==> src/common/rofm_pkg.sv <==
/*
 package of constants for the rail force-on, output level and fault mask registers.
 assumes a register port carrying byte address, write strobe and read data.
*/
package rofm_pkg;
   localparam logic [7:0] ROFM_FORCE_LEVEL_ADDR = 8'ha1;
   localparam logic [7:0] ROFM_FAULT_MASK_ADDR = 8'ha2;
   localparam int ROFM_LVL4_BIT = 7;
   localparam int ROFM_LVL3_BIT = 6;
   localparam int ROFM_LVL2_BIT = 5;
   localparam int ROFM_LVL1_BIT = 4;
   localparam int ROFM_TERM_BIT = 3;
   localparam int ROFM_LOAD_SWITCH_B2_BIT = 2;
   localparam int ROFM_LOAD_SWITCH_B1_BIT = 1;
   localparam int ROFM_LDO_A3_A_BIT = 0;
   localparam int ROFM_LDO_A2_B_MASK_BIT = 7;
   localparam int ROFM_LOAD_SWITCH_A1_MASK_BIT = 6;
   localparam logic [7:0] ROFM_READ_IDLE = 8'h00;
   // output pin modes from factory config
   typedef enum logic [1:0] {
      ROFM_PIN_POWER_GOOD,
      ROFM_PIN_OPEN_DRAIN,
      ROFM_PIN_PUSH_PULL,
      ROFM_PIN_UNUSED
   } rofm_pin_mode_t;
endpackage : rofm_pkg

==> src/verilog/rofm_rail_gate.sv <==
/*
 rail enable gate: pin or power-good request, force-on and disable.
 assumes all inputs synchronous to clk.
*/
`timescale 1ns/1ps
module rofm_rail_gate (
   clk,
   rst,
   force_on,
   disable_n,
   pin_request,
   rail_on
);
   input wire logic clk;
   input wire logic rst;
   input wire logic force_on;
   input wire logic disable_n;
   input wire logic pin_request;
   output logic rail_on;
   always_ff @(posedge clk) begin
      if (rst) begin
         rail_on <= 1'b0;
      end else begin
         // disable low wins, then force-on, else pin or power good
         rail_on <= disable_n & (force_on | pin_request);
      end
   end
endmodule : rofm_rail_gate

==> src/verilog/rofm_gpo_pin.sv <==
/*
 one general output pin driver from a level bit and its factory mode.
 assumes mode static after reset; open-drain high is released pin.
*/
`timescale 1ns/1ps
module rofm_gpo_pin
   import rofm_pkg::*;
#(
   parameter bit OPEN_DRAIN_ONLY = 1'b0
) (
   clk,
   rst,
   mode,
   level,
   power_good_level,
   pin_out,
   pin_oe
);
   input wire logic clk;
   input wire logic rst;
   input wire rofm_pkg::rofm_pin_mode_t mode;
   input wire logic level;
   input wire logic power_good_level;
   output logic pin_out;
   output logic pin_oe;
   always_ff @(posedge clk) begin
      if (rst) begin
         pin_out <= 1'b0;
         pin_oe <= 1'b0;
      end else begin
         case (mode)
            ROFM_PIN_OPEN_DRAIN: begin
               // low drives, high releases
               pin_out <= 1'b0;
               pin_oe <= ~level;
            end
            ROFM_PIN_PUSH_PULL: begin
               pin_out <= OPEN_DRAIN_ONLY ? power_good_level : level;
               pin_oe <= 1'b1;
            end
            ROFM_PIN_POWER_GOOD: begin
               pin_out <= power_good_level;
               pin_oe <= 1'b1;
            end
            default: begin
               // unused pin ignores the level field
               pin_out <= 1'b0;
               pin_oe <= 1'b0;
            end
         endcase
      end
   end
endmodule : rofm_gpo_pin

==> src/verilog/rofm_regs.sv <==
/*
 top: force-on/output level and fault mask registers, rail gating,
 output pin drive and fault shutdown.
 assumes the serial bus slave presents a byte address, write strobe
 and data one cycle, and that factory config values are stable at reset.
*/
`timescale 1ns/1ps
module rofm_regs
   import rofm_pkg::*;
(
   clk,
   rst,
   reg_addr,
   reg_wr,
   reg_wdata,
   reg_rdata,
   otp_force_level,
   otp_fault_mask,
   otp_pin_mode,
   termination_ldo_disable,
   load_switch_b2_disable,
   load_switch_b1_disable,
   ldo_a3_disable,
   rail_pin_request,
   power_good_levels,
   rail_fault,
   termination_ldo_on,
   load_switch_b2_on,
   load_switch_b1_on,
   ldo_a3_a_on,
   gpo_out,
   gpo_oe,
   shutdown_req
);
   input wire logic clk;
   input wire logic rst;
   input wire logic [7:0] reg_addr;
   input wire logic reg_wr;
   input wire logic [7:0] reg_wdata;
   output logic [7:0] reg_rdata;
   input wire logic [7:0] otp_force_level;
   input wire logic [7:0] otp_fault_mask;
   input wire rofm_pkg::rofm_pin_mode_t [3:0] otp_pin_mode;
   input wire logic termination_ldo_disable;
   input wire logic load_switch_b2_disable;
   input wire logic load_switch_b1_disable;
   input wire logic ldo_a3_disable;
   input wire logic [3:0] rail_pin_request;
   input wire logic [3:0] power_good_levels;
   input wire logic [7:0] rail_fault;
   output logic termination_ldo_on;
   output logic load_switch_b2_on;
   output logic load_switch_b1_on;
   output logic ldo_a3_a_on;
   output logic [3:0] gpo_out;
   output logic [3:0] gpo_oe;
   output logic shutdown_req;

   logic [7:0] force_level_q;
   logic [7:0] fault_mask_q;
   logic load_q;
   logic [3:0] level_bits;
   logic [3:0] force_bits;
   logic [3:0] disable_bits;
   logic [3:0] rail_on;

   // reset value caught on the first clock after release
   always_ff @(posedge clk) begin
      if (rst) begin
         load_q <= 1'b1;
      end else begin
         load_q <= 1'b0;
      end
   end

   always_ff @(posedge clk) begin
      if (rst) begin
         force_level_q <= 8'h00;
      end else if (load_q) begin
         force_level_q <= otp_force_level;
      end else if (reg_wr && reg_addr == ROFM_FORCE_LEVEL_ADDR) begin
         force_level_q <= reg_wdata;
      end
   end

   always_ff @(posedge clk) begin
      if (rst) begin
         fault_mask_q <= 8'h00;
      end else if (load_q) begin
         fault_mask_q <= otp_fault_mask;
      end else if (reg_wr && reg_addr == ROFM_FAULT_MASK_ADDR) begin
         fault_mask_q <= reg_wdata;
      end
   end

   always_ff @(posedge clk) begin
      if (rst) begin
         reg_rdata <= ROFM_READ_IDLE;
      end else begin
         case (reg_addr)
            ROFM_FORCE_LEVEL_ADDR: reg_rdata <= force_level_q;
            ROFM_FAULT_MASK_ADDR: reg_rdata <= fault_mask_q;
            default: reg_rdata <= ROFM_READ_IDLE;
         endcase
      end
   end

   // unmasked fault requests shutdown
   always_ff @(posedge clk) begin
      if (rst) begin
         shutdown_req <= 1'b0;
      end else begin
         shutdown_req <= |(rail_fault & ~fault_mask_q);
      end
   end

   assign force_bits = {force_level_q[ROFM_TERM_BIT], force_level_q[ROFM_LOAD_SWITCH_B2_BIT],
                        force_level_q[ROFM_LOAD_SWITCH_B1_BIT], force_level_q[ROFM_LDO_A3_A_BIT]};
   assign disable_bits = {termination_ldo_disable, load_switch_b2_disable,
                          load_switch_b1_disable, ldo_a3_disable};
   assign level_bits = {force_level_q[ROFM_LVL4_BIT], force_level_q[ROFM_LVL3_BIT],
                        force_level_q[ROFM_LVL2_BIT], force_level_q[ROFM_LVL1_BIT]};

   // index 3 termination ldo, 2 switch b2, 1 switch b1, 0 ldo a3
   for (genvar i = 0; i < 4; i++) begin : g_rail
      rofm_rail_gate u_gate (
         .clk(clk),
         .rst(rst),
         .force_on(force_bits[i]),
         .disable_n(disable_bits[i]),
         .pin_request(rail_pin_request[i]),
         .rail_on(rail_on[i])
      );
   end
   assign termination_ldo_on = rail_on[3];
   assign load_switch_b2_on = rail_on[2];
   assign load_switch_b1_on = rail_on[1];
   assign ldo_a3_a_on = rail_on[0];

   for (genvar g = 0; g < 4; g++) begin : g_gpo
      rofm_gpo_pin #(
         .OPEN_DRAIN_ONLY(g == 3)
      ) u_pin (
         .clk(clk),
         .rst(rst),
         .mode(otp_pin_mode[g]),
         .level(level_bits[g]),
         .power_good_level(power_good_levels[g]),
         .pin_out(gpo_out[g]),
         .pin_oe(gpo_oe[g])
      );
   end
endmodule : rofm_regs

==> config.mk <==
export PLATFORM = sky130hd
export DESIGN_NAME = rofm_regs
export DESIGN_NICKNAME = d
export VERILOG_FILES = /design/src/common/rofm_pkg.sv /design/src/verilog/rofm_rail_gate.sv /design/src/verilog/rofm_gpo_pin.sv /design/src/verilog/rofm_regs.sv
export SDC_FILE = /design/constraint.sdc
export NUM_CORES = 1
export LEC_CHECK = 0
export ABC_AREA = 1
export BUFFER_PORTS_ARGS = -buffer_cell sky130_fd_sc_hd__buf_2
export CORE_UTILIZATION = 40
export DETAILED_ROUTE_END_ITERATION = 10
export PLACE_DENSITY = 0.73
export SETUP_SLACK_MARGIN = 0.05
export SLEW_MARGIN = 20
export SYNTH_ARGS = -nofsm -noshare
export SYNTH_HDL_FRONTEND = slang
export SYNTH_SLANG_ARGS = --single-unit
export TNS_END_PERCENT = 100
==> constraint.sdc <==
create_clock -name clk -period 1.8 [get_ports clk]
set_input_delay 0.36 -clock clk [delete_from_list [all_inputs] [get_ports clk]]
set_output_delay 0.36 -clock clk [all_outputs]
set_load 0.03 [all_outputs]
# After elaboration in Yosys (flattened, before gate mapping)
# Index checks and enable logic that the tools add are counted.
# W data, S select, Z words.
[word_totals] ff_bits=38 inputBits=63 output_inout_bits=21 word_cells=69
[classes] n_eq_ne=10 n_mux=13 bitwise_logic=15 n_reduce_logical=14
[ops] cell="$mux W8" n=4
[ops] cell="$eq A8 B8 Y1 const B" n=2
[ops] cell="$pmux W8 S2" n=1
[ops] cell="$pmux W1 S2" n=7
[ops] cell="$reduce_or A2 Y1" n=5
[ops] cell="$and A8 B8 Y8" n=1
[ops] cell="$eq A2 B1 Y1 const B" n=4
[ops] cell="$eq A2 B2 Y1 const B" n=4
[ops] cell="$logic_not A2 Y1" n=4
[ops] cell="$not A8 Y8" n=1
[ops] cell="$reduce_or A8 Y1" n=1
[ops] cell="$not A1 Y1" n=5
[ops] cell="$and A1 B1 Y1" n=4
[ops] cell="$or A1 B1 Y1" n=4
[ops] cell="$reduce_bool A2 Y1" n=2
[ops] cell="$logic_and A1 B1 Y1" n=2
[ops] cell="$mux W1" n=1

# Longest topological paths before layout
# Gate-level depths: netlist (run 1).
[depth] depth_word=4 ltp_mapped=8 mapped_depth_nobuf=7

# Cells and area by module
# Synthesis (run 1) repeated with hierarchy kept, for this count alone.
[hier_totals] hier_cells=278 hier_area_um2=1928.1
[by_module_without_submodules] mod="rofm_regs" instances=1 cells_each=211 area_per_inst_um2=1460.2 seq_area_each_um2=520.5
[by_module_without_submodules] mod="rofm_gpo_pin at g_gpo[0].u_pin ..." instances=3 cells_each=13 area_per_inst_um2=86.3 seq_area_each_um2=40.0
[by_module_without_submodules] mod="rofm_rail_gate" instances=4 cells_each=5 area_per_inst_um2=35.0 seq_area_each_um2=20.0
[by_module_without_submodules] mod="rofm_gpo_pin at g_gpo[3].u_pin" instances=1 cells_each=8 area_per_inst_um2=68.8 seq_area_each_um2=40.0

# Worst setup path after synthesis (run 1)
# OpenSTA, ideal clock, no wires.
[synth_path] path_type="input -> register" from="input port reg_addr[2]" to="register fault_mask_q[0]" setup_time_ps=115 t_arrival_ps=1084 required_ps=1685 slack_ps=601 cell_stages=7 path_buffers=1 cell_sequence="inv_1 -> nand2_4 -> nor2_8 -> nand3_4 -> buf_6 -> a21oi_1 -> nor2_1"
[synth_between] elab_chain_cells=3
[synth_lines] element="start: declaration" line_no="rofm_regs.sv:37" rtl="input wire logic [7:0] reg_addr;"
[synth_lines] element="$eq A8 B8 Y1" line_no="rofm_regs.sv:91" rtl="end else if (reg_wr && reg_addr == ROFM_FAULT_MASK_ADDR) begin"
[synth_lines] element="$logic_and A1 B1 Y1" line_no="rofm_regs.sv:91"
[synth_lines] element="$reduce_bool A2 Y1 (no line)"
[synth_lines] element="end signal: assignment" line_no="rofm_regs.sv:90" rtl="fault_mask_q <= otp_fault_mask;"
[synth_lines] element="end signal: assignment" line_no="rofm_regs.sv:92" rtl="fault_mask_q <= reg_wdata;"
[synth_lines] element="end: declaration" line_no="rofm_regs.sv:60" rtl="logic [7:0] fault_mask_q;"
# No other way between the ends.
# A chain may end at the register's enable or synchronous reset.

# Worst setup path in the final report (run 1)
[layout_path] from="register load_q" to="register force_level_q[0]"
[layout_between] elab_chain_cells=1 elab_cells_between_ends=2 cone_classes="mux: 1; reduce/logical: 1"
[layout_lines] element="start: declaration" line_no="rofm_regs.sv:61" rtl="logic load_q;"
[layout_lines] element="start signal: assignment" line_no="rofm_regs.sv:70" rtl="load_q <= 1'b1;"
[layout_lines] element="start signal: assignment" line_no="rofm_regs.sv:72" rtl="load_q <= 1'b0;"
[layout_lines] element="$mux W8 / $reduce_bool A2 Y1 (equally long branches)"
[layout_lines] element="end signal: assignment" line_no="rofm_regs.sv:80" rtl="force_level_q <= otp_force_level;"
[layout_lines] element="end signal: assignment" line_no="rofm_regs.sv:82" rtl="force_level_q <= reg_wdata;"
[layout_lines] element="end: declaration" line_no="rofm_regs.sv:59" rtl="logic [7:0] force_level_q;"
# Parallel ways exist; a longest one is shown, timed or not.

==> flow_metrics.env, run 1 <==
export IMPL_cp_slowest_cell="inv_2"
export IMPL_post_drt_via_cell_ratio=4.63
export IMPL_met3_length_microns=242
export IMPL_cts_buffer_depth=2
export IMPL_status="completed"
export IMPL_die_y_microns=70.8
export IMPL_start_util=0.426
export IMPL_insertion_delay_ns=0.29
export IMPL_cts_root_buf="clkbuf_8"
export IMPL_max_slew_margin_rel=0.662
export IMPL_required_ns=1.99
export IMPL_gp_congestion=0.800
export IMPL_worstSetupEndpointType="flop"
export IMPL_first_pass_iters=6
export IMPL_top_layer_used="met4"
export IMPL_rsz0062_at_grt="no"
export IMPL_criticalPathCategory="reg -> reg"
export IMPL_num_rows=24
export IMPL_fin_crit_ns=1.28
export IMPL_synth_area_per_cell_sq_um=7.28
export IMPL_post_drt_wl_per_cell_microns=10.7
export IMPL_htreeDepth=2
export IMPL_overflow=0
export IMPL_postCtsSetupRepairBufs=0
export IMPL_cts_tree="yes"
export IMPL_hold_buffers=0
export IMPL_cts_sinks=38
export IMPL_critPathMaxFanout=29
export IMPL_cp_slowest_stage_delay_ns=0.38
export IMPL_wl_microns=4130
export IMPL_ctsResizeCount=0
export IMPL_dieArea_sq_um=5010
export IMPL_antenna_found_initial=0
export IMPL_final_cell_mix="buf_2 (83), nand2_1 (66), dfxtp_1 (38), nand3_1 (29), nor2_1 (28)"
export IMPL_setup_tns_ns=0
export IMPL_drv_cap=0
export IMPL_synthesis_area_sq_um=1890
export IMPL_grt_pass1_vias=1517
export IMPL_powerDensity_nw_per_um2=775
export IMPL_vdd_ir_drop_max_uv=373
export IMPL_fmax_mhz=782
export IMPL_final_hold_viol_count=0
export IMPL_area_growth_pct=24.2
export IMPL_final_common_cell="buf_2"
export IMPL_yosysSeqAreaShare=0.402
export IMPL_fin_worst_skew_ns=0.00733
export IMPL_core_area_sq_um=4440
export IMPL_slew_viol_final=0
export IMPL_yosysUniqueCellTypes=22
export IMPL_tightest_slew_ns=0.506
export IMPL_power_leakage_nw=1.28
export IMPL_hp_class="in -> reg"
export IMPL_vias=1792
export IMPL_io_pins=84
export IMPL_dp_hpwl_microns=3070
export IMPL_syn_instance_count=260
export IMPL_dieWidth_microns=70.8
export IMPL_synth_nets=323
export IMPL_dr_wl_met2_microns=1810
export IMPL_synth_main_ff_cell="dfxtp_1"
export IMPL_hold_worst_slack_ns=0.243
export IMPL_cp_data_arrival_time_ns=1.47
export IMPL_drtIter0Drc=93
export IMPL_nets=397
export IMPL_io_buffer_count=83
export IMPL_drt_met1_wl_microns=2050
export IMPL_cts_buffers=5
export IMPL_drc=0
export IMPL_cts_clk_slew_worst_paths_ns=0.07
export IMPL_start_kind="flop"
export IMPL_synth_async_reset_ratio=0
export IMPL_grt_pass1_wl_microns=6720
export IMPL_drtAntennaViolNets=0
export IMPL_power_w=0.00182
export IMPL_crit_chain="inv_2 -> buf_4 -> nand3_1 -> nand2_1 -> nor2_1"
export IMPL_post_route_cells_drive_above_1_share=0.343
export IMPL_grt_total_usage=0.168
export IMPL_setup_viol=0
export IMPL_grt_max_degree=30
export IMPL_synth_warning_count=0
export IMPL_fin_crit_sh=0.710
export IMPL_ys_ff_latch=38
export IMPL_synth_edf_count=0
export IMPL_reg2reg_slack_ns=0.52
export IMPL_diodes=0
-- Yosys cell counts, types with 3 or more instances --
cell type / n / area share
buf_4: 11 / 0.044
nor2_8: 3 / 0.032
dfxtp_1: 38 / 0.40
inv_2: 3 / 0.0059
a21oi_2: 4 / 0.019
nand2_2: 4 / 0.013
inv_1: 23 / 0.046
a21oi_1: 24 / 0.063
nor2_1: 28 / 0.056
o21ai_0: 5 / 0.013
nand3_1: 29 / 0.077
nand2_1: 66 / 0.13
buf_2: 4 / 0.011
nand3_2: 4 / 0.021
buf_6: 3 / 0.018
-- routing by layer --
| layer | vias to the layer above | global-route usage |
|---|---|---|
| met3 | 2 | 0.0370 |
| li1 | 963 | - |
| met5 | - | 0 |
| met4 | 0 | 0.0533 |
| met2 | 72 | 0.255 |
| met1 | 755 | 0.238 |
-- stage by stage --
step | instances | util | area [sq um] | worst slack [ns]
after floorplan | 260 | - | 1890 | 0.601
after global placement | 379 | 0.508 | 2260 | 0.365
after detailed placement | 379 | 0.508 | 2260 | 0.333
after CTS | 387 | 0.529 | 2350 | 0.530
after global routing | 387 | 0.529 | 2350 | 0.431
final | 387 | 0.529 | 2350 | 0.522
-- worst paths after layout --
path                                      start                endpoint  cells after the start
worst max register to register           load_q        force_level_q[0]                      5
worst min-delay path            otp_pin_mode[6]  g_gpo[3].u_pin.pin_out                      2
worst min register to register  fault_mask_q[5]            reg_rdata[5]                      2
worst max-delay path                     load_q        force_level_q[0]                      5
-- layout make-up --
cell class,count,area [sq um]
well taps,52,65.1
inverters,26,97.6
flip-flops and latches,38,761
fillers,436,2090
multi-input cells,176,891
clock inverters,1,5.00
clock buffers,7,86.3
repair buffers,87,445
-- critical path, delay by kind of cell, from the launching register on --
kind	cells	cell delay, ns
DFF	1	0.33
buffers and inverters	2	0.63
and+or+nand+nor	3	0.21
-- state kept, by name, summed over array words and instances, names as in the netlist --
signal,flops
shutdown_req,1
g_gpo.u_pin.pin_oe,4
g_rail.u_gate.rail_on,4
force_level_q,8
reg_rdata,8
load_q,1
fault_mask_q,8
g_gpo.u_pin.pin_out,4
-- cells by family after synthesis --
family / Yosys count / synth area share
AOI/OAI and AO/OA: 35 / 0.103
DFF: 38 / 0.402
buffers and inverters: 46 / 0.128
and+or+nand+nor: 141 / 0.367
-- power breakdown --
| part | switching (W) | internal [W] |
|---|---|---|
| logic | 0.000185 | 0.000128 |
| clock network | 0.000290 | 0.000309 |
| registers | 0.0000248 | 0.000885 |
(Power assumes the default switching activity.)
==> run 2, diff against run 1 <==
Clock period 1.8 ns to 1.2 ns, I/O delays scaled along.
==> run 2 against run 1 <==
Net effect: worst hold slack worse by 0.11 ns; critical endpoint is now force_level_q[4]; combinational power up 56%; die area unchanged; first-iteration DRC count fell by 32%; global-route usage is 1.0 points higher; non-clock buffer count increased by 4; via count up 0.67%.
==> flow_metrics.env, run 2 (synthesized netlist as in run 1, its figures left out) <==
export IMPL_grt_max_degree=23
export IMPL_status="completed"
export IMPL_post_drt_wl_per_cell_microns=10.8
export IMPL_critPathMaxFanout=18
export IMPL_ctsResizeCount=0
export IMPL_dieWidth_microns=70.8
export IMPL_area_growth_pct=26.3
export IMPL_grt_pass1_vias=1598
export IMPL_final_hold_viol_count=0
export IMPL_wl_microns=4200
export IMPL_hold_buffers=0
export IMPL_core_area_sq_um=4440
export IMPL_start_kind="flop"
export IMPL_overflow=0
export IMPL_diodes=0
export IMPL_required_ns=1.37
export IMPL_setup_viol=0
export IMPL_cts_buffers=5
export IMPL_io_buffer_count=83
export IMPL_nets=401
export IMPL_antenna_found_initial=0
export IMPL_crit_chain="inv_2 -> buf_12 -> nand2_1 -> nand2_1 -> a21oi_1 -> nor2_1"
export IMPL_power_leakage_nw=1.30
export IMPL_hp_class="in -> reg"
export IMPL_drv_cap=0
export IMPL_cts_tree="yes"
export IMPL_power_w=0.00265
export IMPL_gp_congestion=0.798
export IMPL_slew_viol_final=0
export IMPL_cts_root_buf="clkbuf_8"
export IMPL_cp_common_cell="nand2_1"
export IMPL_fin_worst_skew_ns=0.00741
export IMPL_dp_hpwl_microns=3180
export IMPL_final_cell_mix="buf_2 (83), nand2_1 (66), dfxtp_1 (38), nand3_1 (29), nor2_1 (28)"
export IMPL_cp_slowest_cell="dfxtp_1"
export IMPL_hold_worst_slack_ns=0.133
export IMPL_postCtsSetupRepairBufs=0
export IMPL_cts_buffer_depth=2
export IMPL_fillers=438
export IMPL_met2_usage=0.286
export IMPL_grt_pass1_wl_microns=6980
export IMPL_powerDensity_nw_per_um2=1110
export IMPL_fin_crit_ns=1.06
export IMPL_die_y_microns=70.8
export IMPL_post_drt_via_cell_ratio=4.63
export IMPL_rsz0062_at_grt="no"
export IMPL_grt_util_met3=0.0442
export IMPL_dieArea_sq_um=5010
export IMPL_drtAntennaViolNets=0
export IMPL_criticalPathCategory="reg -> reg"
export IMPL_io_pins=84
export IMPL_seq_area_sq_um=761
export IMPL_vias=1804
export IMPL_busiest_layer="met2"
export IMPL_num_rows=24
export IMPL_cts_sinks=38
export IMPL_tightest_slew_ns=0.476
export IMPL_fin_crit_sh=0.883
export IMPL_vdd_ir_drop_max_uv=473
export IMPL_drtIter0Drc=63
export IMPL_cp_slowest_stage_delay_ns=0.35
export IMPL_grt_total_usage=0.178
export IMPL_cts_clk_slew_worst_paths_ns=0.07
export IMPL_setup_tns_ns=0
export IMPL_fmax_mhz=944
export IMPL_cp_data_arrival_time_ns=1.23
export IMPL_post_route_cells_drive_above_1_share=0.346
export IMPL_multi_input_area_sq_um=891
export IMPL_first_pass_iters=6
export IMPL_drc=0
export IMPL_insertion_delay_ns=0.28
export IMPL_worstSetupEndpointType="flop"
export IMPL_start_util=0.426
export IMPL_max_slew_margin_rel=0.682
export IMPL_htreeDepth=2
export IMPL_final_common_cell="buf_2"
export IMPL_largest_registers="fault_mask_q: 8 flops, force_level_q: 8 flops, reg_rdata: 8 flops"
export IMPL_grtUsageMet1=0.233
## run 2: path summary, 6_finish.rpt
path / from / end / slack [ns] / cells past startpoint
worst min-delay path: otp_pin_mode[6] / g_gpo[3].u_pin.pin_out / 0.13 / 2
worst max register to register: load_q / force_level_q[4] / 0.14 / 6
worst max-delay path: load_q / force_level_q[4] / 0.14 / 6
worst min register to register: fault_mask_q[5] / reg_rdata[5] / 0.50 / 2
## run 2: routing by layer
layer	vias to the layer above	part of all wire
met3	5	0.059
met1	753	0.49
met5	-	0
li1	970	-
met2	76	0.44
met4	0	0.014
## run 2: worst max-delay path: cells and delay by family, from the launching register on
family,cells,cell delay [ns]
flops,1,0.35
buf+inv,2,0.22
simple gates,3,0.21
compound gates,1,0.18
## run 2: power by group
group,internal [W],switching (W)
registers,0.00133,0.0000343
logic,0.000207,0.000281
clock network,0.000400,0.000398
## run 2: cell type report
class                      instances  area share
sequential                        38       0.318
timing repair buffer              91       0.209
tap                               52      0.0272
inverter                          26      0.0408
multi-input combinational        176       0.373
clock buffer                       7      0.0319
## run 2: stage by stage
step / area, sq um / setup WS, ns / utilization / instances
CTS: 2390 / 0.168 / 0.538 / 390
finish: 2390 / 0.141 / 0.538 / 390
floorplan: 1890 / 0.121 / - / 260
global placement: 2310 / -0.0412 / 0.521 / 383
detailed placement: 2310 / -0.0357 / 0.521 / 383
global route: 2390 / 0.0663 / 0.538 / 390
==> run 3, diff against run 2 <==
Settings changed: BUFFER_PORTS_ARGS -buffer_cell sky130_fd_sc_hd__buf_2 to unset, DONT_BUFFER_PORTS set to 1, PLACE_DENSITY 0.73 to 0.58.
==> run 3 against run 2 <==
Net effect: global-route usage fell by 1.4 points; clock power increased by 11%; critical path depth is 6 lower; clock-buffer cell count unchanged; utilization decreased by 8.4 points; first-iteration DRC count grew 19%; final area decreased by 16%; sequential power up 4%; via count shrank 15%; die area did not move; non-clock buffer count fell by 79; critical path type is now reg -> out.
==> flow_metrics.env, run 3 (synthesized netlist as in run 1, its figures left out) <==
export IMPL_io_pins=84
export IMPL_tightest_slew_ns=0.310
export IMPL_dieArea_sq_um=5010
export IMPL_cts_root_buf="clkbuf_8"
export IMPL_core_area_sq_um=4440
export IMPL_fin_crit_sh=0.855
export IMPL_cts_clk_slew_worst_paths_ns=0.07
export IMPL_fin_worst_skew_ns=0.00342
export IMPL_overflow=0
export IMPL_area_growth_pct=6.61
export IMPL_dieWidth_microns=70.8
export IMPL_drtIter0Drc=75
export IMPL_drc=0
export IMPL_cts_buffer_depth=2
export IMPL_final_cell_mix="nand2_1 (66), dfxtp_1 (38), nand3_1 (29), nor2_1 (28), a21oi_1 (24)"
export IMPL_slew_viol_final=0
export IMPL_dp_hpwl_microns=2890
export IMPL_io_buffer_count=0
export IMPL_cts_buffers=5
export IMPL_critPathMaxFanout=1
export IMPL_status="completed"
export IMPL_ctsResizeCount=0
export IMPL_wl_microns=4030
export IMPL_cp_data_arrival_time_ns=0.79
export IMPL_vdd_ir_drop_max_uv=436
export IMPL_nets=322
export IMPL_fin_util=0.454
export IMPL_cts_sinks=38
export IMPL_powerDensity_nw_per_um2=1290
export IMPL_power_w=0.00261
export IMPL_criticalPathCategory="reg -> out"
export IMPL_final_common_cell="nand2_1"
export IMPL_grt_pass1_vias=1311
export IMPL_fin_ws_ns=0.174
export IMPL_cts_tree="yes"
export IMPL_fin_crit_ns=1.03
export IMPL_post_route_cells_drive_above_1_share=0.138
export IMPL_setup_tns_ns=0
export IMPL_power_leakage_nw=0.968
export IMPL_place_ws_ns=0.0524
export IMPL_start_kind="flop"
export IMPL_max_slew_margin_rel=0.793
export IMPL_fmax_mhz=975
export IMPL_gp_congestion=0.753
export IMPL_grt_max_degree=24
export IMPL_htreeDepth=2
export IMPL_hp_class="in -> reg"
export IMPL_setup_viol=0
export IMPL_drtAntennaViolNets=0
export IMPL_worstSetupEndpointType="output pin"
export IMPL_final_hold_viol_count=0
export IMPL_vias=1538
export IMPL_start_util=0.426
export IMPL_first_pass_iters=7
export IMPL_antenna_found_initial=0
export IMPL_required_ns=0.96
export IMPL_rsz0062_at_grt="no"
export IMPL_post_drt_wl_per_cell_microns=12.9
export IMPL_drv_cap=0
export IMPL_post_drt_via_cell_ratio=4.93
export IMPL_grt_pass1_wl_microns=6400
export IMPL_die_y_microns=70.8
export IMPL_insertion_delay_ns=0.28
export IMPL_grt_total_usage=0.165
export IMPL_diodes=0
export IMPL_num_rows=24
export IMPL_fillers=468
export IMPL_largest_registers="fault_mask_q: 8 flops, force_level_q: 8 flops, reg_rdata: 8 flops"
[run 3: cell types whose count changed in the layout (fill, tap and decap cells not counted)]
cell / delta
dlygate4sd3_1: +4
clkbuf_1: -1
clkbuf_8: +1
clkinv_2: +1
buf_4: +1
buf_2: -83
buf_12: -1
[run 3: worst register-to-register path, cell delays in order (launching register included)]
cell and delay [ns]:
dfxtp_1 0.34, inv_2 0.06, buf_12 0.15, nand2_1 0.08
nand2_1 0.06, a21oi_1 0.17, nor2_1 0.07
[run 3: path summary, 6_finish.rpt]
path,cells past startpoint,to,slack [ns],from
setup / recovery,0,reg_rdata[3],0.17,reg_rdata[3]
hold / removal,1,g_gpo[1].u_pin.pin_oe,0.02,rst
setup reg to reg,6,force_level_q[2],0.18,load_q
hold reg to reg,2,reg_rdata[5],0.48,fault_mask_q[5]
[run 3: what timing repair did]
item | 4_1_cts | 5_1_grt
hold buffers | 1 | 3
endpoints found under the hold margin | 1 | 3
buffers inserted | 0 | 0
[run 3: layer usage]
metal | track usage | wire, microns | vias to the layer above
li1 | - | - | 815
met1 | 0.239 | 2020 | 654
met2 | 0.238 | 1730 | 65
met3 | 0.0328 | 232 | 4
met4 | 0.0667 | 36 | 0
met5 | 0 | 0 | -
[run 3: report_power, final]
part           internal (W)  switching, W
Sequential          0.00133     0.0000892
Clock              0.000463      0.000423
Combinational      0.000127      0.000182
[run 3: area by class of cell]
class	instances	area (sq um)	share of cell area
Multi-Input combinational cell	176	891	0.441
Sequential cell	38	761	0.377
Timing Repair Buffer	12	113	0.0558
Inverter	26	97.6	0.0484
Clock buffer	7	86.3	0.0428
Tap cell	52	65.1	0.0322
Clock inverter	1	5.00	0.00248
[run 3: through the flow]
stage	hold WS [ns]	cell area, sq um	cells
global placement	0.269	1890	300
detailed placement	0.271	1890	300
global route	0.00209	2020	312
floorplan	0.268	1890	260
CTS	0.00681	1990	309
finish	0.0184	2020	312
